[src/rtl/gcs_consts.svh]
// Named constants for the glitchless clock switch.
// Included by the switch core; it holds definitions only.
`ifndef GCS_CONSTS_SVH
`define GCS_CONSTS_SVH

// Synchroniser width: clock_input_a, clock_input_b, amp_ok_a, amp_ok_b, source_sel, cap.
`define GCS_SYNC_W 6
// Width of the edge counters.
`define GCS_CNT_W 5
// Old-clock falling edges followed before the output is parked low.
`define GCS_DRAIN_FALLS 5'h02
// New-clock rising edges after which a silent old clock counts as stuck.
`define GCS_STUCK_RISES 5'h03
// New-clock falling edges the output stays parked low.
`define GCS_LOW_FALLS 5'h02
// Longest switchover, in new-clock cycles.
`define GCS_SW_MAX_CYC 5'h11
// Counter reset and step values.
`define GCS_CNT_ZERO 5'h00
`define GCS_CNT_ONE 5'h01
// Edges the strap capture waits while the synchroniser still shows reset zeros.
`define GCS_WARM_W 2
`define GCS_WARM_ZERO 2'h0

`endif

[src/rtl/gcs_pkg.sv]
// Types shared by the glitchless clock switch files.
// Assumes the constants header is included where widths are needed.
package gcs_pkg;

  // Switchover sequence states.
  typedef enum logic [1:0] {
    GCS_FOLLOW,
    GCS_DRAIN,
    GCS_LOW
  } gcs_state_t;

  // Synchronised pin levels, packed in synchroniser bit order.
  typedef struct packed {
    logic cap;
    logic sel;
    logic amp_b;
    logic amp_a;
    logic clk_b;
    logic clk_a;
  } gcs_pins_t;

endpackage : gcs_pkg

[src/rtl/gcs_sync.sv]
// Two-flop synchroniser, one generate lane per bit.
// Assumes every input bit is asynchronous to clk.
`timescale 1ns/1ns
`include "gcs_consts.svh"

module gcs_sync
  import gcs_pkg::*;
(
  input wire logic clk,
  input wire logic rst_n,
  input wire logic [`GCS_SYNC_W-1:0] d,
  output gcs_pins_t q
);

  logic [`GCS_SYNC_W-1:0] meta_r;
  logic [`GCS_SYNC_W-1:0] stab_r;

  // Each lane: first flop feeds only the second flop.
  genvar i;
  generate
    for (i = 0; i < `GCS_SYNC_W; i++) begin : g_lane
      always_ff @(posedge clk or negedge rst_n) begin
        if (!rst_n) begin
          meta_r[i] <= 1'b0;
          stab_r[i] <= 1'b0;
        end else begin
          meta_r[i] <= d[i];
          stab_r[i] <= meta_r[i];
        end
      end
    end
  endgenerate

  assign q = gcs_pins_t'(stab_r);

endmodule : gcs_sync

[src/rtl/gcs_switch.sv]
// Glitchless two-input clock switch with runt suppression and fail-safe hold.
// Assumes both reference clocks are far slower than clk and are sampled as
// ordinary inputs; amplitude detectors for each input arrive as levels.
//
// Contract
// - With suppression on, a select change never yields a shortened output pulse.
// - Both inputs behave identically; either may be primary.
// - Cap pin tied high disables suppression; output switches immediately.
// - Switchover completes within 17 new-clock cycles.
// - Selected input losing amplitude holds output at last valid level.
// - Follow old clock briefly, park low some new pulses, then follow new.
// - Old clock stuck high: hold high, then low, then follow new.
`timescale 1ns/1ns
`include "gcs_consts.svh"

module gcs_switch
  import gcs_pkg::*;
(
  input wire logic clk,
  input wire logic rst_n,
  input wire logic clock_input_a,
  input wire logic clock_input_b,
  input wire logic amp_ok_a,
  input wire logic amp_ok_b,
  input wire logic source_sel,
  input wire logic startup_cap_pin,
  output logic clock_out,
  output logic active_b,
  output logic switching,
  output logic suppression_off
);

  gcs_pins_t pin;
  gcs_state_t st_r, st_nxt;
  logic active_r, active_nxt;
  logic out_r, out_nxt;
  logic hold_a_r, hold_a_nxt, hold_b_r, hold_b_nxt;
  logic prev_a_r, prev_a_nxt, prev_b_r, prev_b_nxt;
  logic bypass_r, bypass_nxt, strap_done_r, strap_done_nxt;
  logic [`GCS_WARM_W-1:0] warm_r, warm_nxt;
  logic switching_r, switching_nxt;
  logic [`GCS_CNT_W-1:0] old_cnt_r, old_cnt_nxt, new_cnt_r, new_cnt_nxt;
  logic [`GCS_CNT_W-1:0] sw_cyc_r, sw_cyc_nxt;
  logic eff_a, eff_b, cur, cur_prev, nw, nw_prev, cur_amp;
  logic cur_fall, new_rise, new_fall;

  gcs_sync u_sync (
    .clk(clk),
    .rst_n(rst_n),
    .d({startup_cap_pin, source_sel, amp_ok_b, amp_ok_a, clock_input_b, clock_input_a}),
    .q(pin)
  );

  // fail-safe hold
  // A dead input is replaced by its last level seen while amplitude was good.
  always_comb begin
    eff_a = pin.amp_a ? pin.clk_a : hold_a_r;
    eff_b = pin.amp_b ? pin.clk_b : hold_b_r;
    hold_a_nxt = eff_a;
    hold_b_nxt = eff_b;
    prev_a_nxt = eff_a;
    prev_b_nxt = eff_b;
  end

  // symmetric selection
  // One active flag picks old and new, so both directions share one path.
  always_comb begin
    cur = active_r ? eff_b : eff_a;
    cur_prev = active_r ? prev_b_r : prev_a_r;
    nw = active_r ? eff_a : eff_b;
    nw_prev = active_r ? prev_a_r : prev_b_r;
    cur_amp = active_r ? pin.amp_b : pin.amp_a;
    cur_fall = cur_prev && !cur;
    new_rise = !nw_prev && nw;
    new_fall = nw_prev && !nw;
  end

  // strap capture
  // The synchroniser shows its reset zeros for two edges, so the strap is
  // taken only once its true level has come through, then frozen for good.
  always_comb begin
    warm_nxt = {warm_r[`GCS_WARM_W-2:0], 1'b1};
    strap_done_nxt = strap_done_r | warm_r[`GCS_WARM_W-1];
    bypass_nxt = strap_done_r ? bypass_r : pin.cap;
  end

  // bounded switchover
  // Switchover sequence and output level; fixed small counts keep it short.
  always_comb begin
    st_nxt = st_r;
    active_nxt = active_r;
    old_cnt_nxt = old_cnt_r;
    new_cnt_nxt = new_cnt_r;
    out_nxt = out_r;
    sw_cyc_nxt = (st_r == GCS_FOLLOW) ? `GCS_CNT_ZERO :
                 (new_rise ? sw_cyc_r + `GCS_CNT_ONE : sw_cyc_r);
    if (bypass_r) begin
      active_nxt = pin.sel;
      out_nxt = pin.sel ? eff_b : eff_a;
      st_nxt = GCS_FOLLOW;
    end else begin
      unique case (st_r)
        GCS_FOLLOW: begin
          out_nxt = cur;
          old_cnt_nxt = `GCS_CNT_ZERO;
          new_cnt_nxt = `GCS_CNT_ZERO;
          if (pin.sel != active_r) begin
            st_nxt = GCS_DRAIN;
          end
        end
        GCS_DRAIN: begin
          out_nxt = cur;
          if (cur_fall) begin
            old_cnt_nxt = old_cnt_r + `GCS_CNT_ONE;
          end
          // stuck timer
          // Any old-clock edge restarts the count, so a running old clock is
          // never cut while high, even at the full 1.25 to 1 ratio.
          if (cur != cur_prev) begin
            new_cnt_nxt = `GCS_CNT_ZERO;
          end else if (new_rise) begin
            new_cnt_nxt = new_cnt_r + `GCS_CNT_ONE;
          end
          if (pin.sel == active_r) begin
            // Select went back before anything was cut; keep the old clock.
            st_nxt = GCS_FOLLOW;
          end else if (cur_fall && old_cnt_r >= `GCS_DRAIN_FALLS - `GCS_CNT_ONE) begin
            st_nxt = GCS_LOW;
            new_cnt_nxt = `GCS_CNT_ZERO;
          end else if (new_rise && cur == cur_prev
                       && new_cnt_r >= `GCS_STUCK_RISES - `GCS_CNT_ONE) begin
            // stuck old clock
            // High or low, the old level has lasted several new periods already.
            st_nxt = GCS_LOW;
            out_nxt = 1'b0;
            new_cnt_nxt = `GCS_CNT_ZERO;
          end
        end
        GCS_LOW: begin
          out_nxt = 1'b0;
          if (new_fall) begin
            new_cnt_nxt = new_cnt_r + `GCS_CNT_ONE;
            if (new_cnt_r >= `GCS_LOW_FALLS - `GCS_CNT_ONE) begin
              // join on low
              // New clock has just fallen, so the first output high is whole.
              st_nxt = GCS_FOLLOW;
              active_nxt = !active_r;
            end
          end
        end
      endcase
    end
    switching_nxt = (st_nxt != GCS_FOLLOW);
  end

  // State registers.
  always_ff @(posedge clk or negedge rst_n) begin
    if (!rst_n) begin
      st_r <= GCS_FOLLOW;
      active_r <= 1'b0;
      out_r <= 1'b0;
      hold_a_r <= 1'b0;
      hold_b_r <= 1'b0;
      prev_a_r <= 1'b0;
      prev_b_r <= 1'b0;
      bypass_r <= 1'b0;
      strap_done_r <= 1'b0;
      warm_r <= `GCS_WARM_ZERO;
      switching_r <= 1'b0;
      old_cnt_r <= `GCS_CNT_ZERO;
      new_cnt_r <= `GCS_CNT_ZERO;
      sw_cyc_r <= `GCS_CNT_ZERO;
    end else begin
      st_r <= st_nxt;
      active_r <= active_nxt;
      out_r <= out_nxt;
      hold_a_r <= hold_a_nxt;
      hold_b_r <= hold_b_nxt;
      prev_a_r <= prev_a_nxt;
      prev_b_r <= prev_b_nxt;
      bypass_r <= bypass_nxt;
      strap_done_r <= strap_done_nxt;
      warm_r <= warm_nxt;
      switching_r <= switching_nxt;
      old_cnt_r <= old_cnt_nxt;
      new_cnt_r <= new_cnt_nxt;
      sw_cyc_r <= sw_cyc_nxt;
    end
  end

  // Outputs straight from flops; switching is registered from the next state.
  assign clock_out = out_r;
  assign active_b = active_r;
  assign switching = switching_r;
  assign suppression_off = bypass_r;

  // Checks on the switch behaviour.
  // bounded switchover
  sw_bound_a: assert property (@(posedge clk) disable iff (!rst_n)
    sw_cyc_r <= `GCS_SW_MAX_CYC) else $error("switchover exceeded its cycle bound");

  bypass_direct_a: assert property (@(posedge clk) disable iff (!rst_n)
    bypass_r |=> out_r == ($past(pin.sel) ? $past(eff_b) : $past(eff_a)))
    else $error("bypass output does not track selected input");

  failsafe_hold_a: assert property (@(posedge clk) disable iff (!rst_n)
    (st_r == GCS_FOLLOW && st_nxt == GCS_FOLLOW && !bypass_r && !cur_amp
     && active_nxt == active_r)[*2] |=> $stable(out_r))
    else $error("output moved while selected input had no amplitude");

  map_a_sel_a: assert property (@(posedge clk) disable iff (!rst_n)
    (st_r == GCS_FOLLOW && !bypass_r && !active_r) |=> out_r == $past(eff_a))
    else $error("input a not followed while selected");

  map_b_sel_a: assert property (@(posedge clk) disable iff (!rst_n)
    (st_r == GCS_FOLLOW && !bypass_r && active_r) |=> out_r == $past(eff_b))
    else $error("input b not followed while selected");

  low_stage_a: assert property (@(posedge clk) disable iff (!rst_n)
    (st_r == GCS_LOW && !bypass_r) |=> !out_r)
    else $error("output not low during park stage");

  rise_source_a: assert property (@(posedge clk) disable iff (!rst_n)
    (!bypass_r && $rose(out_r)) |-> $past(st_r) != GCS_LOW && $past(cur))
    else $error("output rose without its clock rising");

  stuck_exit_a: assert property (@(posedge clk) disable iff (!rst_n)
    (st_r == GCS_DRAIN && !bypass_r && pin.sel != active_r && cur == cur_prev && new_rise
     && new_cnt_r == `GCS_STUCK_RISES - `GCS_CNT_ONE) |=> (st_r == GCS_LOW && !out_r))
    else $error("stuck old clock not parked low");

  sw_a_to_b_c: cover property (@(posedge clk) disable iff (!rst_n)
    st_r == GCS_LOW && active_r == 1'b0 ##[1:200] st_r == GCS_FOLLOW && active_r);
  sw_b_to_a_c: cover property (@(posedge clk) disable iff (!rst_n)
    st_r == GCS_LOW && active_r ##[1:200] st_r == GCS_FOLLOW && !active_r);
  stuck_c: cover property (@(posedge clk) disable iff (!rst_n)
    st_r == GCS_DRAIN && new_cnt_r == `GCS_STUCK_RISES - `GCS_CNT_ONE && new_rise);
  bypass_c: cover property (@(posedge clk) disable iff (!rst_n) bypass_r && $changed(active_r));

endmodule : gcs_switch

[config.mk]
export PLATFORM = sky130hd
export DESIGN_NAME = gcs_switch
export DESIGN_NICKNAME = d
export VERILOG_FILES = /design/src/rtl/gcs_pkg.sv /design/src/rtl/gcs_sync.sv /design/src/rtl/gcs_switch.sv
export VERILOG_INCLUDE_DIRS = /design/src /design/src/rtl
export SDC_FILE = /design/constraint.sdc
export NUM_CORES = 1
export LEC_CHECK = 0
export ABC_AREA = 1
export CELL_PAD_IN_SITES_DETAIL_PLACEMENT = 1
export CELL_PAD_IN_SITES_GLOBAL_PLACEMENT = 1
export CORE_MARGIN = 2
export CORE_UTILIZATION = 47
export CTS_CLUSTER_SIZE = 8
export DETAILED_ROUTE_END_ITERATION = 8
export DONT_BUFFER_PORTS = 1
export GPL_TIMING_DRIVEN = 1
export PLACE_DENSITY = 0.79
export SKIP_CTS_REPAIR_TIMING = 1
export SYNTH_ARGS = -nofsm -noshare
export SYNTH_HDL_FRONTEND = slang
export SYNTH_HIERARCHICAL = 1
export SYNTH_SLANG_ARGS = --single-unit
[constraint.sdc]
create_clock -name clk -period 2.4 [get_ports clk]
set_clock_uncertainty 0.05 [all_clocks]
set_input_delay 0.12 -clock clk [delete_from_list [all_inputs] [get_ports clk]]
set_output_delay 0.12 -clock clk [all_outputs]
set_load 0.02 [all_outputs]
==> key figures <==
Critical path
  • Slowest-stage cell, CP: dfrtp_1
  • Category of the worst setup path launch point: flip-flop
  • Class of the most critical setup path: flip-flop to flip-flop
  • Length in cells of the worst reg-to-reg path: 10
  • Terminus of the critical flop-to-flop path: old_cnt_r[4]
  • CP Capture Type: flip-flop
  • Data required, critical path: 2.56 ns
  • Launching point of the worst reg2reg path: u_sync/q[2]
  • Arrival time at the worst endpoint: 2.24 ns
  • Top cell by count, worst path: nand2_1
  • Stage delay of the slowest cell on the critical path: 0.39 ns
  • Worst-path cell chain: nand2_1 > nand2_1 > o21ai_0 > ha_2 > nor2_1 > nor2_2 > o21ai_2 > nor3_2 > a21oi_1 > nor3_1
  • FF-to-FF setup slack: 0.32 ns
  • Peak fanout along the critical path: 7

Logic synthesis
  • Post-synthesis instance total: 213
  • Cell accounting for the most synthesized area: dfrtp_1
  • Total nets after synthesis: 230
  • Share of synthesized cell area in full adder, half adder and majority cells: 0.0643
  • Proportion of netlist area held by the largest area contributor: 0.472
  • Post-synthesis share of cell area spent on and, or, nand and nor gates: 0.285
  • Synth warnings: 6
  • Xor/xnor cell area share of the yosys netlist: 0.0243
  • Per-instance average area after synthesis: 8.22 um2
  • Mux cell area share after synthesis: 0
  • Part of the Yosys area used for sequential elements: 0.472
  • Largest family of logic cells by synthesized area: simple AND/OR/NAND/NOR gates
  • Synthesized-area fraction occupied by ao, oa, aoi and oai cells: 0.0801
  • Synth cell types: 31
  • Synthesized flop and latch total: 33
  • Mapped cell area: 1750 um2
  • Largest cells by area after synthesis: dfrtp_1 (47%), nand2_1 (14%), ha_1 (6.4%)

Outcome
  • Result of the run: completed

Final layout
  • Register area: 826 um2
  • Layout-stage area growth over the synthesis result: 15.1%
  • Area taken by multi-input logic gates: 807 um2
  • Ant diodes: 0
  • Ratio of cells with drive above 1 in the final layout: 0.115
  • Non-filler cells in the finished layout: 275
  • Final net count: 243
  • Filler cells: 464

Global routing
  • Global-route usage over all layers: 0.211
  • Via count of the first global-routing pass: 1480
  • Maximum number of pins on one net before global-route repair: 34
  • Total grt overflow: 0
  • Global-route wire length before repair: 6.66 mm
  • Antenna violations before repair: 0

Clocking
  • TritonCTS clock tree: yes
  • Clock sink total: 33
  • Cell at the root of the clock tree: clkbuf_8
  • Clock slew at reported path FFs: 0.08 ns
  • Total CTS buffers: 5
  • Total number of H-tree levels: 2
  • Source-to-sink clock delay at the later pin of the worst-skew pair: 0.30 ns
  • Clk buf depth: 2

STA
  • Total negative setup slack: 0 ns
  • Unrepaired setup endpoints after global routing: false
  • Post-route setup slack: 0.320 ns
  • Final hold viol count: 0
  • Maximum frequency from static timing analysis: 481 MHz
  • Clock period minus worst slack: 2.08 ns
  • Min Hold Slack: 0.217 ns
  • Final setup violation count: 0
  • Slew Viols, Final: 0
  • Part of the cycle the worst path needs: 0.867

Place
  • Setup slack after placement: 0.299 ns
  • DP Wirelength: 2.79 mm
  • Final weighted congestion in routability-driven placement: 0.766
  • Number of buffer cells added on primary ports: 0
  • Total instance count after detailed placement: 258

Floorplanning
  • Core area: 3630 um2
  • Width of the chip: 65.0 um
  • Chip height: 65.0 um
  • Die area: 4230 um2
  • Number of standard-cell rows in the floorplan: 22
  • Initial Util: 0.482
  • Top Ports: 12

Route
  • Drt drc: 0
  • DR vias/cell: 5.23
  • Via count: 1437
  • Initial DRT Pass Iterations: 4
  • Total wirelength of the detailed-routed design: 4.05 mm
  • Initial drt markers: 60
  • Remaining antenna violation count: 0
  • Average wire length per cell after detail routing: 14.7 um

Power and ir drop
  • Max rail drop VDD: 0.463 mV
  • P per Cell Area: 799 nW/um2
  • Overall Power: 1.61 mW
  • Leakage: 1.01 nW

Flow run
  • Max-cap check violation count: 0

Worst hold path
  • Worst min-delay path class: input pin to asynchronous set/reset pin
[registers in the layout, indices dropped and copies added, names as in the netlist]
register / cells
old_cnt_r: 5
active_b: 1
suppression_off: 1
clock_out: 1
strap_done_r: 1
u_sync/meta_r: 6
warm_r: 2
switching: 1
st_r: 2
prev_a_r: 1
u_sync/q: 6
new_cnt_r: 5
prev_b_r: 1
[worst max-delay path by stage]
stage | slack (ns) | endpoint | startpoint | cells after the start
6_report | 0.32 | old_cnt_r[4] | u_sync/q[2] | 10
5_1_grt | 0.07 | old_cnt_r[4] | u_sync/q[2] | 10
4_1_cts | 0.25 | old_cnt_r[4] | prev_b_r | 12
3_5_place_dp | 0.30 | old_cnt_r[4] | u_sync/q[2] | 10
3_3_place_gp | 0.45 | old_cnt_r[4] | u_sync/q[2] | 10
2_1_floorplan | 0.55 | old_cnt_r[4] | active_b | 9
[metal layers]
layer	track usage	vias up	part of all wire
li1	-	695	-
met1	0.236	721	0.41
met2	0.387	16	0.55
met3	0.0469	5	0.022
met4	0.0833	0	0.013
met5	0	-	0
[logic make-up after synthesis]
| logic type | count (synthesis) |
|---|---|
| buffers and inverters | 31 |
| XOR/XNOR | 4 |
| AND/OR/NAND/NOR | 113 |
| flip-flops | 33 |
| AO/OA/AOI/OAI | 22 |
| other | 1 |
| adder cells (fa/ha/maj) | 9 |
[stage by stage]
step           utilization  instance area [um2]
2_1_floorplan            -                 1750
3_5_place_dp         0.493                 1790
3_3_place_gp         0.493                 1790
5_1_grt              0.554                 2010
4_1_cts              0.525                 1910
6_report             0.554                 2010
[power by group]
part	total, mW	switching (mW)	internal [mW]
combinational	0.384	0.251	0.133
clock	0.551	0.240	0.311
sequential	0.676	0.0663	0.610
total	1.61	0.556	1.05
[worst max-delay path: cells and delay by family (launching register included)]
family / cells / cell delay (ns)
fa+ha+maj: 1 / 0.23
simple gates: 6 / 0.84
flops: 1 / 0.39
compound gates: 3 / 0.49
[cells in the mapped netlist (all sizes together)]
| library cell | n |
|---|---|
| nand3b | 1 |
| clkbuf | 2 |
| nor3 | 3 |
| nand4 | 2 |
| conb | 1 |
| nand3 | 18 |
| and3 | 1 |
| o31ai | 1 |
| or2 | 2 |
| a31oi | 2 |
| o21bai | 1 |
| inv | 27 |
| o21ai | 11 |
| a21oi | 7 |
| ha | 9 |
| nor3b | 2 |
| nor2 | 18 |
| xor2 | 4 |
| buf | 2 |
| dfrtp | 33 |
| nand2 | 66 |
[placed cells by master (no fill, tap or decap), types with 2 or more instances in the layout]
master         synthesis  layout
clkbuf_8               0       5
nor3_1                 2       2
ha_1                   9       8
nand3_1               17      17
dfrtp_1               33      33
a21oi_1                7       7
nand2_1               64      64
buf_4                  0       2
o21ai_4                2       2
a31oi_1                2       2
o21ai_0                7       7
inv_2                  2       2
xor2_1                 3       3
nor2_1                17      16
nand2_2                2       2
dlygate4sd3_1          0       7
nor2_2                 1       2
inv_1                 25      25
or2_2                  2       2
nand4_1                2       2
nor3b_1                2       2
[final cells by class]
cell class                 instances  share of cell area
sequential                        33               0.410
tap                               48              0.0298
clock inverter                     3              0.0230
multi-input combinational        149               0.401
clock buffer                       5              0.0342
inverter                          27              0.0503
timing repair buffer              10              0.0522
Note: power is estimated with default switching activity, not from simulation.
